===== src/rtl/lcd_init_pkg.sv =====
// Behaviour
// reset low forces display off and normal, non-inverted rendering
// hardware reset sets segment direction to normal mapping
// hardware reset clears the three power control bits
// hardware reset empties the serial interface shift register
// hardware reset selects one-ninth bias
// hardware reset cancels line reversal drive and leaves power save
// hardware reset turns off force-all-pixels-lit
// hardware reset halts the oscillator until a command restarts it
// any reset turns static indicator off and clears its two bits
// any reset leaves read-modify-write mode
// any reset points display start line to line zero
// any reset zeroes the column address counter
// any reset zeroes the page address register
// any reset sets common scan direction to normal
// any reset clears the three-bit resistor ratio register
// any reset leaves contrast set mode, contrast loads midpoint
// any reset clears line reversal register and leaves test mode
// software reset applies only items static indicator through test mode
// host resets after power-up, then drives inputs to defined levels
// host enters power save before shutting down built-in supply
// host keeps external supplies off while hardware reset is low
// status reset flag is one while either reset runs
// status busy is one during reset; host waits before commanding
// hardware reset is asynchronous level; commands resume after release (code samples the pin on the clock; only busy follows at once)
package lcd_init_pkg;
   localparam logic [7:0] addr_ctrl   = 8'h00;
   localparam logic [7:0] addr_cfg    = 8'h04;
   localparam logic [7:0] addr_contr  = 8'h08;
   localparam logic [7:0] addr_status = 8'h0c;
   localparam logic [7:0] addr_cmd    = 8'h10;
   localparam logic [7:0] addr_sdata  = 8'h14;

   localparam int soft_reset_time_ns = 20;
   localparam int clock_period_ns    = 4;
   localparam int soft_reset_cycles  =
      (soft_reset_time_ns + clock_period_ns - 1) / clock_period_ns;
   localparam logic [3:0] soft_count_init = 4'(soft_reset_cycles);
   localparam logic [3:0] count_zero      = 4'h0;

   localparam logic [5:0] contrast_reset = 6'h20;
   localparam logic [2:0] power_reset    = 3'h0;
   localparam logic [2:0] ratio_reset    = 3'h0;
   localparam logic [3:0] nline_reset    = 4'h0;
   localparam logic [1:0] static_reset   = 2'h0;
   localparam logic [7:0] col_reset      = 8'h00;
   localparam logic [3:0] page_reset     = 4'h0;
   localparam logic [5:0] start_reset    = 6'h00;
   localparam logic [7:0] shift_reset    = 8'h00;
   localparam logic [2:0] bitcnt_reset   = 3'h0;

   // ctrl register bit positions
   localparam int ctl_disp_on   = 0;
   localparam int ctl_reverse   = 1;
   localparam int ctl_adc_rev   = 2;
   localparam int ctl_all_on    = 3;
   localparam int ctl_bias_7    = 4;
   localparam int ctl_nline_on  = 5;
   localparam int ctl_psave     = 6;
   localparam int ctl_osc_on    = 7;
   localparam int ctl_rmw       = 8;
   localparam int ctl_com_rev   = 9;
   localparam int ctl_ec_mode   = 10;
   localparam int ctl_test      = 11;
   localparam int ctl_static_on = 12;
   // cfg register fields
   localparam int cfg_power_lsb  = 0;
   localparam int cfg_ratio_lsb  = 4;
   localparam int cfg_nline_lsb  = 8;
   localparam int cfg_static_lsb = 12;
   localparam int cfg_start_lsb  = 16;
   localparam int cfg_page_lsb   = 24;
   // status bits
   localparam int st_reset = 4;
   localparam int st_onoff = 5;
   localparam int st_adc   = 6;
   localparam int st_busy  = 7;
   localparam logic [7:0] cmd_soft_reset = 8'he2;

   localparam logic [1:0] resp_okay   = 2'b00;
   localparam logic [1:0] resp_slverr = 2'b10;

   typedef struct packed {
      logic       disp_on;
      logic       reverse;
      logic       adc_rev;
      logic       all_on;
      logic       bias_7;
      logic       nline_on;
      logic       psave;
      logic       osc_on;
      logic       rmw;
      logic       com_rev;
      logic       ec_mode;
      logic       test;
      logic       static_on;
      logic [1:0] static_bits;
      logic [2:0] power;
      logic [2:0] ratio;
      logic [3:0] nline;
      logic [5:0] contrast;
      logic [5:0] start_line;
      logic [3:0] page;
      logic [7:0] column;
   } settings_type;

   typedef struct packed {
      logic [7:0] data;
      logic [2:0] count;
   } serial_type;

   typedef struct packed {
      logic        aw_got;
      logic        w_got;
      logic [7:0]  aw_addr;
      logic [31:0] w_data;
      logic        bvalid;
      logic [1:0]  bresp;
      logic        rvalid;
      logic [31:0] rdata;
      logic [1:0]  rresp;
   } bus_type;

   typedef enum logic [1:0] {st_run, st_soft} phase_type;
endpackage


===== src/rtl/lcd_init.sv =====
// The AXI4-Lite slave port and the placing of the registers were left to the implementer.
`timescale 1ns/100ps
`default_nettype none
module lcd_init (
   input  wire logic                         i_clock,
   input  wire logic                         i_nrst,
   input  wire logic                         i_hw_reset_n,
   input  wire logic                         i_serial_bit_valid,
   input  wire logic                         i_serial_bit,
   input  wire logic [7:0]                   i_awaddr,
   input  wire logic                         i_awvalid,
   output logic                              o_awready,
   input  wire logic [31:0]                  i_wdata,
   input  wire logic [3:0]                   i_wstrb,
   input  wire logic                         i_wvalid,
   output logic                              o_wready,
   output logic [1:0]                        o_bresp,
   output logic                              o_bvalid,
   input  wire logic                         i_bready,
   input  wire logic [7:0]                   i_araddr,
   input  wire logic                         i_arvalid,
   output logic                              o_arready,
   output logic [31:0]                       o_rdata,
   output logic [1:0]                        o_rresp,
   output logic                              o_rvalid,
   input  wire logic                         i_rready,
   output lcd_init_pkg::settings_type        o_settings,
   output logic [7:0]                        o_serial_byte,
   output logic                              o_busy
);
   typedef struct packed {
      lcd_init_pkg::settings_type set;
      lcd_init_pkg::serial_type   ser;
      lcd_init_pkg::bus_type      bus;
      lcd_init_pkg::phase_type    phase;
      logic [3:0]                 count;
      logic [7:0]                 ser_byte;
   } state_type;

   state_type state_reg;
   state_type state_next;
   logic      reset_any;
   logic      wr_fire;
   logic      rd_fire;
   logic [31:0] wval;
   logic [31:0] ctl_word;
   logic [31:0] cfg_word;

   // values forced by either reset: static indicator through test mode
   function automatic lcd_init_pkg::settings_type common_reset(
      input lcd_init_pkg::settings_type s);
      lcd_init_pkg::settings_type r;
      r             = s;
      r.static_on   = 1'b0;
      r.static_bits = lcd_init_pkg::static_reset;
      r.rmw         = 1'b0;
      r.start_line  = lcd_init_pkg::start_reset;
      r.column      = lcd_init_pkg::col_reset;
      r.page        = lcd_init_pkg::page_reset;
      r.com_rev     = 1'b0;
      r.ratio       = lcd_init_pkg::ratio_reset;
      r.ec_mode     = 1'b0;
      r.contrast    = lcd_init_pkg::contrast_reset;
      r.nline       = lcd_init_pkg::nline_reset;
      r.test        = 1'b0;
      return r;
   endfunction

   assign reset_any = ~i_hw_reset_n;
   assign wr_fire   = state_reg.bus.aw_got & state_reg.bus.w_got & ~state_reg.bus.bvalid;
   assign rd_fire   = i_arvalid & ~state_reg.bus.rvalid;
   assign wval      = state_reg.bus.w_data;

   always_comb begin
      ctl_word = '0;
      ctl_word[lcd_init_pkg::ctl_disp_on]   = state_reg.set.disp_on;
      ctl_word[lcd_init_pkg::ctl_reverse]   = state_reg.set.reverse;
      ctl_word[lcd_init_pkg::ctl_adc_rev]   = state_reg.set.adc_rev;
      ctl_word[lcd_init_pkg::ctl_all_on]    = state_reg.set.all_on;
      ctl_word[lcd_init_pkg::ctl_bias_7]    = state_reg.set.bias_7;
      ctl_word[lcd_init_pkg::ctl_nline_on]  = state_reg.set.nline_on;
      ctl_word[lcd_init_pkg::ctl_psave]     = state_reg.set.psave;
      ctl_word[lcd_init_pkg::ctl_osc_on]    = state_reg.set.osc_on;
      ctl_word[lcd_init_pkg::ctl_rmw]       = state_reg.set.rmw;
      ctl_word[lcd_init_pkg::ctl_com_rev]   = state_reg.set.com_rev;
      ctl_word[lcd_init_pkg::ctl_ec_mode]   = state_reg.set.ec_mode;
      ctl_word[lcd_init_pkg::ctl_test]      = state_reg.set.test;
      ctl_word[lcd_init_pkg::ctl_static_on] = state_reg.set.static_on;
      cfg_word = '0;
      cfg_word[lcd_init_pkg::cfg_power_lsb +: 3]  = state_reg.set.power;
      cfg_word[lcd_init_pkg::cfg_ratio_lsb +: 3]  = state_reg.set.ratio;
      cfg_word[lcd_init_pkg::cfg_nline_lsb +: 4]  = state_reg.set.nline;
      cfg_word[lcd_init_pkg::cfg_static_lsb +: 2] = state_reg.set.static_bits;
      cfg_word[lcd_init_pkg::cfg_start_lsb +: 6]  = state_reg.set.start_line;
      cfg_word[lcd_init_pkg::cfg_page_lsb +: 4]   = state_reg.set.page;
   end

   always_comb begin
      state_next = state_reg;
      // bus handshakes
      if (i_awvalid & ~state_reg.bus.aw_got) begin
         state_next.bus.aw_got  = 1'b1;
         state_next.bus.aw_addr = i_awaddr;
      end
      if (i_wvalid & ~state_reg.bus.w_got) begin
         state_next.bus.w_got  = 1'b1;
         state_next.bus.w_data = i_wdata & {{8{i_wstrb[3]}}, {8{i_wstrb[2]}},
                                            {8{i_wstrb[1]}}, {8{i_wstrb[0]}}};
      end
      if (state_reg.bus.bvalid & i_bready) begin
         state_next.bus.bvalid = 1'b0;
         state_next.bus.aw_got = 1'b0;
         state_next.bus.w_got  = 1'b0;
      end
      if (state_reg.bus.rvalid & i_rready) begin
         state_next.bus.rvalid = 1'b0;
      end
      // serial shift register collects bits msb first
      if (i_serial_bit_valid) begin
         state_next.ser.data  = {state_reg.ser.data[6:0], i_serial_bit};
         state_next.ser.count = state_reg.ser.count + 3'h1;
         if (state_reg.ser.count == 3'h7) begin
            state_next.ser_byte = {state_reg.ser.data[6:0], i_serial_bit};
         end
      end
      // writes are refused with an error during the soft reset window; during the pin reset they answer okay
      if (wr_fire) begin
         state_next.bus.bvalid = 1'b1;
         state_next.bus.bresp  = lcd_init_pkg::resp_okay;
         if (state_reg.phase != lcd_init_pkg::st_run) begin
            state_next.bus.bresp = lcd_init_pkg::resp_slverr;
         end else begin
            case (state_reg.bus.aw_addr)
               lcd_init_pkg::addr_ctrl: begin
                  state_next.set.disp_on   = wval[lcd_init_pkg::ctl_disp_on];
                  state_next.set.reverse   = wval[lcd_init_pkg::ctl_reverse];
                  state_next.set.adc_rev   = wval[lcd_init_pkg::ctl_adc_rev];
                  state_next.set.all_on    = wval[lcd_init_pkg::ctl_all_on];
                  state_next.set.bias_7    = wval[lcd_init_pkg::ctl_bias_7];
                  state_next.set.nline_on  = wval[lcd_init_pkg::ctl_nline_on];
                  state_next.set.psave     = wval[lcd_init_pkg::ctl_psave];
                  state_next.set.osc_on    = wval[lcd_init_pkg::ctl_osc_on];
                  state_next.set.rmw       = wval[lcd_init_pkg::ctl_rmw];
                  state_next.set.com_rev   = wval[lcd_init_pkg::ctl_com_rev];
                  state_next.set.ec_mode   = wval[lcd_init_pkg::ctl_ec_mode];
                  state_next.set.test      = wval[lcd_init_pkg::ctl_test];
                  state_next.set.static_on = wval[lcd_init_pkg::ctl_static_on];
               end
               lcd_init_pkg::addr_cfg: begin
                  state_next.set.power       = wval[lcd_init_pkg::cfg_power_lsb +: 3];
                  state_next.set.ratio       = wval[lcd_init_pkg::cfg_ratio_lsb +: 3];
                  state_next.set.nline       = wval[lcd_init_pkg::cfg_nline_lsb +: 4];
                  state_next.set.static_bits = wval[lcd_init_pkg::cfg_static_lsb +: 2];
                  state_next.set.start_line  = wval[lcd_init_pkg::cfg_start_lsb +: 6];
                  state_next.set.page        = wval[lcd_init_pkg::cfg_page_lsb +: 4];
               end
               lcd_init_pkg::addr_contr: begin
                  state_next.set.contrast = wval[5:0];
                  state_next.set.column   = wval[15:8];
               end
               lcd_init_pkg::addr_cmd: begin
                  if (wval[7:0] == lcd_init_pkg::cmd_soft_reset) begin
                     state_next.phase = lcd_init_pkg::st_soft;
                     state_next.count = lcd_init_pkg::soft_count_init;
                     state_next.set   = common_reset(state_reg.set);
                  end
               end
               default: state_next.bus.bresp = lcd_init_pkg::resp_slverr;
            endcase
         end
      end
      // soft reset holds busy for its fixed duration
      case (state_reg.phase)
         lcd_init_pkg::st_run: ;
         lcd_init_pkg::st_soft: begin
            if (state_reg.count == lcd_init_pkg::count_zero) begin
               state_next.phase = lcd_init_pkg::st_run;
            end else begin
               state_next.count = state_reg.count - 4'h1;
            end
         end
         default: state_next.phase = lcd_init_pkg::st_run;
      endcase
      if (rd_fire) begin
         state_next.bus.rvalid = 1'b1;
         state_next.bus.rresp  = lcd_init_pkg::resp_okay;
         state_next.bus.rdata  = '0;
         case (i_araddr)
            lcd_init_pkg::addr_ctrl:   state_next.bus.rdata = ctl_word;
            lcd_init_pkg::addr_cfg:    state_next.bus.rdata = cfg_word;
            lcd_init_pkg::addr_contr:
               state_next.bus.rdata = {16'h0000, state_reg.set.column,
                                       2'h0, state_reg.set.contrast};
            lcd_init_pkg::addr_status: begin
               // both flags also cover the pin reset, not only the command
               state_next.bus.rdata[lcd_init_pkg::st_busy]  =
                  reset_any | (state_reg.phase != lcd_init_pkg::st_run);
               state_next.bus.rdata[lcd_init_pkg::st_reset] =
                  reset_any | (state_reg.phase != lcd_init_pkg::st_run);
               state_next.bus.rdata[lcd_init_pkg::st_onoff] = ~state_reg.set.disp_on;
               state_next.bus.rdata[lcd_init_pkg::st_adc]   = ~state_reg.set.adc_rev;
            end
            lcd_init_pkg::addr_sdata:  state_next.bus.rdata = {24'h000000, state_reg.ser_byte};
            default: state_next.bus.rresp = lcd_init_pkg::resp_slverr;
         endcase
      end
      // hardware reset pin is a level that holds every setting, the shift register and the phase at their initial values
      if (reset_any) begin
         state_next.set          = common_reset(state_reg.set);
         state_next.set.disp_on  = 1'b0;
         state_next.set.reverse  = 1'b0;
         state_next.set.adc_rev  = 1'b0;
         state_next.set.power    = lcd_init_pkg::power_reset;
         state_next.ser.data     = lcd_init_pkg::shift_reset;
         state_next.ser.count    = lcd_init_pkg::bitcnt_reset;
         state_next.set.bias_7   = 1'b0;
         state_next.set.nline_on = 1'b0;
         state_next.set.psave    = 1'b0;
         state_next.set.all_on   = 1'b0;
         state_next.set.osc_on   = 1'b0;
         state_next.phase        = lcd_init_pkg::st_run;
         state_next.count        = lcd_init_pkg::count_zero;
      end
   end

   always_ff @(posedge i_clock or negedge i_nrst) begin
      if (!i_nrst) begin
         state_reg                  <= '0;
         state_reg.set.contrast     <= lcd_init_pkg::contrast_reset;
         state_reg.phase            <= lcd_init_pkg::st_run;
      end else begin
         state_reg <= state_next;
      end
   end

   assign o_awready     = ~state_reg.bus.aw_got;
   assign o_wready      = ~state_reg.bus.w_got;
   assign o_bvalid      = state_reg.bus.bvalid;
   assign o_bresp       = state_reg.bus.bresp;
   assign o_arready     = ~state_reg.bus.rvalid;
   assign o_rvalid      = state_reg.bus.rvalid;
   assign o_rdata       = state_reg.bus.rdata;
   assign o_rresp       = state_reg.bus.rresp;
   assign o_settings    = state_reg.set;
   assign o_serial_byte = state_reg.ser_byte;
   // busy covers both the pin reset and the soft reset window
   assign o_busy        = reset_any | (state_reg.phase != lcd_init_pkg::st_run);
endmodule
`default_nettype wire


===== config.mk =====
export PLATFORM = sky130hd
export DESIGN_NAME = lcd_init
export DESIGN_NICKNAME = d
export VERILOG_FILES = /design/src/rtl/lcd_init_pkg.sv /design/src/rtl/lcd_init.sv
export SDC_FILE = /design/constraint.sdc
export NUM_CORES = 1
export LEC_CHECK = 0
export ABC_AREA = 1
export BUFFER_PORTS_ARGS = -buffer_cell sky130_fd_sc_hd__buf_4
export CAP_MARGIN = 20
export CORE_MARGIN = 2
export CORE_UTILIZATION = 51
export CTS_BUF_LIST = sky130_fd_sc_hd__clkbuf_8
export CTS_CLUSTER_DIAMETER = 30
export DETAILED_ROUTE_END_ITERATION = 8
export PLACE_DENSITY = 0.79
export SLEW_MARGIN = 20
export SYNTH_ARGS = -nofsm -noshare
export SYNTH_HDL_FRONTEND = slang
export SYNTH_SLANG_ARGS = --single-unit

===== constraint.sdc =====
create_clock -name i_clock -period 1.5 [get_ports i_clock]
set_clock_uncertainty 0.05 [all_clocks]
set_input_delay 0.075 -clock i_clock [delete_from_list [all_inputs] [get_ports i_clock]]
set_output_delay 0.075 -clock i_clock [all_outputs]
set_load 0.01 [all_outputs]

**Yosys cells after proc, flatten, opt, wreduce, memory -nomap -nowiden**

Index checks and enable logic that the tools add are counted.

- Output and inout port bits: 99
- Bits in latches: 0
- Word-level logic and storage cells: 122
- ROM bits: 0
- Memories: 0
- Memory bits (writable): 0
- Flip-flop bits (word level): 149

- Multiplexer cells: 32
- Reductions and logical operators: 17
- Magnitude comparators: 0
- Multiply operators: 0
- Divide/modulo/power cells: 0
- $add $sub $neg: 2
- Bitwise operators: 16
- Eq/ne operators: 20
- Shifts and indexed selects: 0

Operators by type and width:

| cell | number |
|---|---|
| two-way mux 49 bit | 2 |
| two-way mux 60 bit | 1 |
| case mux 20 bit (3 select lines) | 1 |
| two-way mux 41 bit | 1 |
| two-way mux 35 bit | 1 |
| two-way mux 6 bit | 5 |
| bitwise AND 28 bit | 1 |
| case mux 13 bit (2 select lines) | 1 |
| == test 8 x 4 -> 1 bit (second input constant) | 3 |
| case mux 12 bit (2 select lines) | 1 |
| case mux 10 bit (2 select lines) | 1 |
| case mux 4 bit (5 select lines) | 1 |
| AND reduction 4 bit | 5 |
| == test 8 x 3 -> 1 bit (second input constant) | 2 |
| == test 8 x 5 -> 1 bit (second input constant) | 2 |
| logical NOT 8 bit | 2 |
| case mux 4 bit (4 select lines) | 1 |
| case mux 8 bit (2 select lines) | 1 |
| case mux 6 bit (2 select lines) | 1 |
| two-way mux 11 bit | 1 |
| two-way mux 2 bit | 5 |
| nonzero test 2 bit | 5 |
| != test 3 x 1 -> 1 bit (second input constant) | 3 |
| == test 8 bit (second input constant) | 1 |
| other kinds (19) | 39 |

**Longest topological paths before layout**

- Depth after elaboration: 8
- Mapped depth: 10
- Mapped depth without buffers: 9

**Worst setup path before layout**

OpenSTA, ideal clock, no wires.

- Kind: register to register
- From: register state_reg, in the netlist o_bvalid
- To: register state_reg, in the netlist o_settings[36]
- Setup time: 117 ps
- Arrival time: 1312 ps
- Setup slack: 22 ps
- Cell stages (with the launch flop): 10
- Buffers on the path: 1
- Cell sequence: dfrtp_1 > inv_1 > nand3_1 > nor2_4 > nand2_1 > nand3_4 > buf_6 > nand2_1 > nand2_1 > nand2_1

- Cells in the longest elaborated chain, start to end: 4

RTL lines:

| element | line | text |
|---|---|---|
| start: declaration | lcd_init.sv:40 | `state_type state_reg;` |
| start signal: assignment | lcd_init.sv:232 | `state_reg <= state_next;` |
| inverter 1 bit | lcd_init.sv:70 | `assign wr_fire = state_reg.bus.aw_got & state_reg.bus.w_got & ~state_reg.bus.bvalid;` |
| bitwise AND 1 bit | lcd_init.sv:70 |  |
| != test 2 x 1 -> 1 bit (no line) | n/a |  |
| AND reduction 4 bit (no line) | n/a |  |

Every way passes these cells.
A chain may end at the register's enable or synchronous reset.

**Worst setup path in the final report**

- From: register state_reg[13] in the netlist's numbering
- To: register state_reg, in the netlist o_settings[46]

- Cells in the longest elaborated chain, start to end: 3

RTL lines:

| element | line | text |
|---|---|---|
| nonzero test 2 bit | lcd_init.sv:130 | `if (state_reg.phase != lcd_init_pkg::st_run) begin` |
| != test 2 bit (no line) | n/a |  |
| AND reduction 4 bit (no line) | n/a |  |

Every way passes these cells.

==> results.json <==
{
  "synth_edf_count": 0,
  "first_iter_violations": 383,
  "cts_sinks": 139,
  "num_vias": 6116,
  "synth_compound_area_frac": 0.0604,
  "yosysWarnings": 0,
  "wire_per_inst_um": 15.4,
  "dp.cells": 1105,
  "finalSetupViolCount": 43,
  "cp-start-kind": "flop",
  "arrival_ps": 1930,
  "fin_crit_sh": 1.09,
  "postLayoutCellArea_um2": 9180,
  "violations": "setup timing",
  "async_flop_share": 1.00,
  "pwr_density_cell_nw_per_um2": 1350,
  "grt_overflow": 0,
  "power_mw": 12.4,
  "grt_start_max_net_pins": 45,
  "min_period_ps": 1630,
  "vdd_drop_max_v": 0.000772,
  "portBuffers": 146,
  "dp_hpwl_um": 12500,
  "outcome": "complete, but fails checks",
  "seqCellArea_um2": 3480,
  "slew_violations": 0,
  "drt-vias-per-instance": 5.12,
  "layoutNonFillerInstCount": 1195,
  "grt_pass1_wl_um": 29000,
  "start_util": 0.525,
  "clock_latency_ps": 460,
  "die_x_um": 121,
  "path_class": "reg -> reg",
  "row_count": 42,
  "multiInputGateArea_um2": 2640,
  "synth_seq_area_share": 0.497,
  "pre_cts_slack_ps": -155,
  "cp_data_required_time_ps": 1800,
  "synthCells": 853,
  "route.detailed.drc": 0,
  "cts_buffer_depth": 2,
  "timing.fmax_ghz": 0.613,
  "nets": 1071,
  "synth-xor-area-share": 0.00250,
  "yosysUniqueCellTypes": 32,
  "synth-seq-cells": 139,
  "setup_slack_ps": -132,
  "cts_root_buffer": "clkbuf_8",
  "drv_cap": 0,
  "totalWireLength_um": 18300,
  "cts_tree": "built",
  "synth_area_per_cell_um2": 8.21,
  "synthMuxAreaShare": 0.00965,
  "hold_slack_ps": 49.0,
  "antenna_found_initial": 0,
  "antennaDiodeCount": 0,
  "fp.dieArea_um2": 14700,
  "critPathCaptureType": "flop",
  "synthAdderAreaFrac": 0.00536,
  "syn_to_final_growth_pct": 31.1,
  "num_io_pins": 161,
  "crit_path_max_fanout": 6,
  "placed_area_um2": 7890,
  "fill_cells": 1002,
  "hold_viol": 0,
  "dr.pass1.iters": 7,
  "syn-cell-area_um2": 7000,
  "core-area_um2": 13300,
  "htree_levels": 4,
  "path_clk_slew_ps": 80,
  "die-height_um": 121,
  "min_path_type": "in -> async",
  "grt_usage": 0.255,
  "ant_nets": 0,
  "rsz0062_at_grt": "yes",
  "synth_top_family_by_area": "simple AND/OR/NAND/NOR gates",
  "grt_pass1_vias": 5765,
  "gp_congestion": 0.837,
  "drive_gt1_frac": 0.300,
  "ys.flop_type": "dfrtp_1",
  "p_leak_nw": 4.76,
  "largest_register_ffs": 49,
  "synth_simple_gate_area_share": 0.261,
  "cts_buffers": 17
}
synthesized netlist by cell type, types with 2 or more instances:
master / n / area (um^2)
nand2_1: 226 / 848
dfrtp_1: 138 / 3450
nand3_1: 119 / 596
buf_4: 96 / 721
inv_1: 66 / 248
o21ai_0: 65 / 325
nor2_1: 55 / 206
clkbuf_1: 18 / 67.6
a21oi_1: 12 / 60.1
buf_2: 8 / 40.0
mux2_2: 6 / 67.6
nor2_2: 6 / 37.5
buf_6: 4 / 45.0
inv_2: 4 / 15.0
nand2_2: 4 / 25.0
o21bai_1: 4 / 30.0
ha_1: 3 / 37.5
nor2_4: 3 / 33.8
nand4_1: 2 / 12.5
or2_2: 2 / 12.5
where the power goes:
part           switching, mW  internal, mW  leakage [nW]
Clock                   1.45          2.10         0.232
Combinational           2.00          1.67          2.67
Sequential             0.612          4.57          1.85
Total                   4.07          8.35          4.76
timing repair:
item | 4_1_cts | 5_1_grt
pin swaps | 5 | 10
setup endpoints to repair | 49 | 59
setup buffers | 3 | 4
hold buffers | 48 | 0
gates cloned | 3 | 0
hold endpoints to repair | 189 | 0
gates resized for setup | 25 | 48
cell type report:
class,count,share of cell area
multi-input combinational,526,0.288
timing repair buffer,252,0.229
clock inverter,12,0.0213
clock buffer,20,0.0300
inverter,70,0.0286
sequential,139,0.379
tap,176,0.0240
stage by stage:
stage	TNS, ps	utilization
after floorplan	0	-
after global placement	-3220	0.591
after detailed placement	-4830	0.591
after CTS	-306	0.674
after global routing	-6520	0.688
final	-1430	0.688
placed cells by master, fill, tap and decap left out, types with 3 or more instances in the layout:
master,count
a21oi_1,11
buf_12,3
buf_4,185
buf_6,14
bufinv_16,5
clkbuf_8,20
clkinvlp_4,3
conb_1,9
dfrtp_1,138
dlygate4sd3_1,48
ha_1,3
inv_1,65
inv_2,6
mux2_2,6
nand2_1,211
nand2_2,13
nand2_4,6
nand3_1,113
nand3_2,5
nand3_4,5
nor2_1,42
nor2_2,14
nor2_4,8
o21ai_0,62
o21bai_1,4
final timing paths:
kind,end,startpoint,depth (start not counted),slack [ps]
hold reg to reg,o_rdata[8]$_DFFE_PN0P_,o_rdata[8]$_DFFE_PN0P_,2,430
setup / recovery,o_settings[46]$_DFFE_PN0P_,state_reg[13]$_DFF_PN0_,10,-130
min in group i_clock,o_rresp[1]$_DFFE_PN0P_,i_arvalid,5,90
setup reg to reg,o_settings[46]$_DFFE_PN0P_,state_reg[13]$_DFF_PN0_,10,-130
hold / removal,wval[11]$_DFFE_PN0P_,i_nrst,2,50
max in group asynchronous,o_settings[0]$_DFFE_PN0P_,i_nrst,3,760
kinds of logic (layout without fill, tap and decap cells):
family | after synthesis | after routing
and+or+nand+nor | 422 | 424
buffers and inverters | 198 | 354
DFF | 139 | 139
AOI/OAI and AO/OA | 82 | 82
muxes | 6 | 6
adders and majority gates | 3 | 3
xor gates and xnor gates | 2 | 2
other | 1 | 9
metal layers:
metal,track usage,up-vias,wire length [um]
li1,-,2922,-
met1,0.344,2932,7930
met2,0.403,225,8810
met3,0.0677,37,1240
met4,0.0841,0,371
met5,0,-,0
worst max-delay path: stages (launching register included):
cell and delay [ps]:
dfrtp_1 400, nor2_2 140, inv_2 60, nor2_4 190, nand2_4 110, buf_6 140, nor2_4 120, nor2_4 50
buf_6 140, nand2_1 60, nand2_1 60
(Power assumes the default switching activity.)
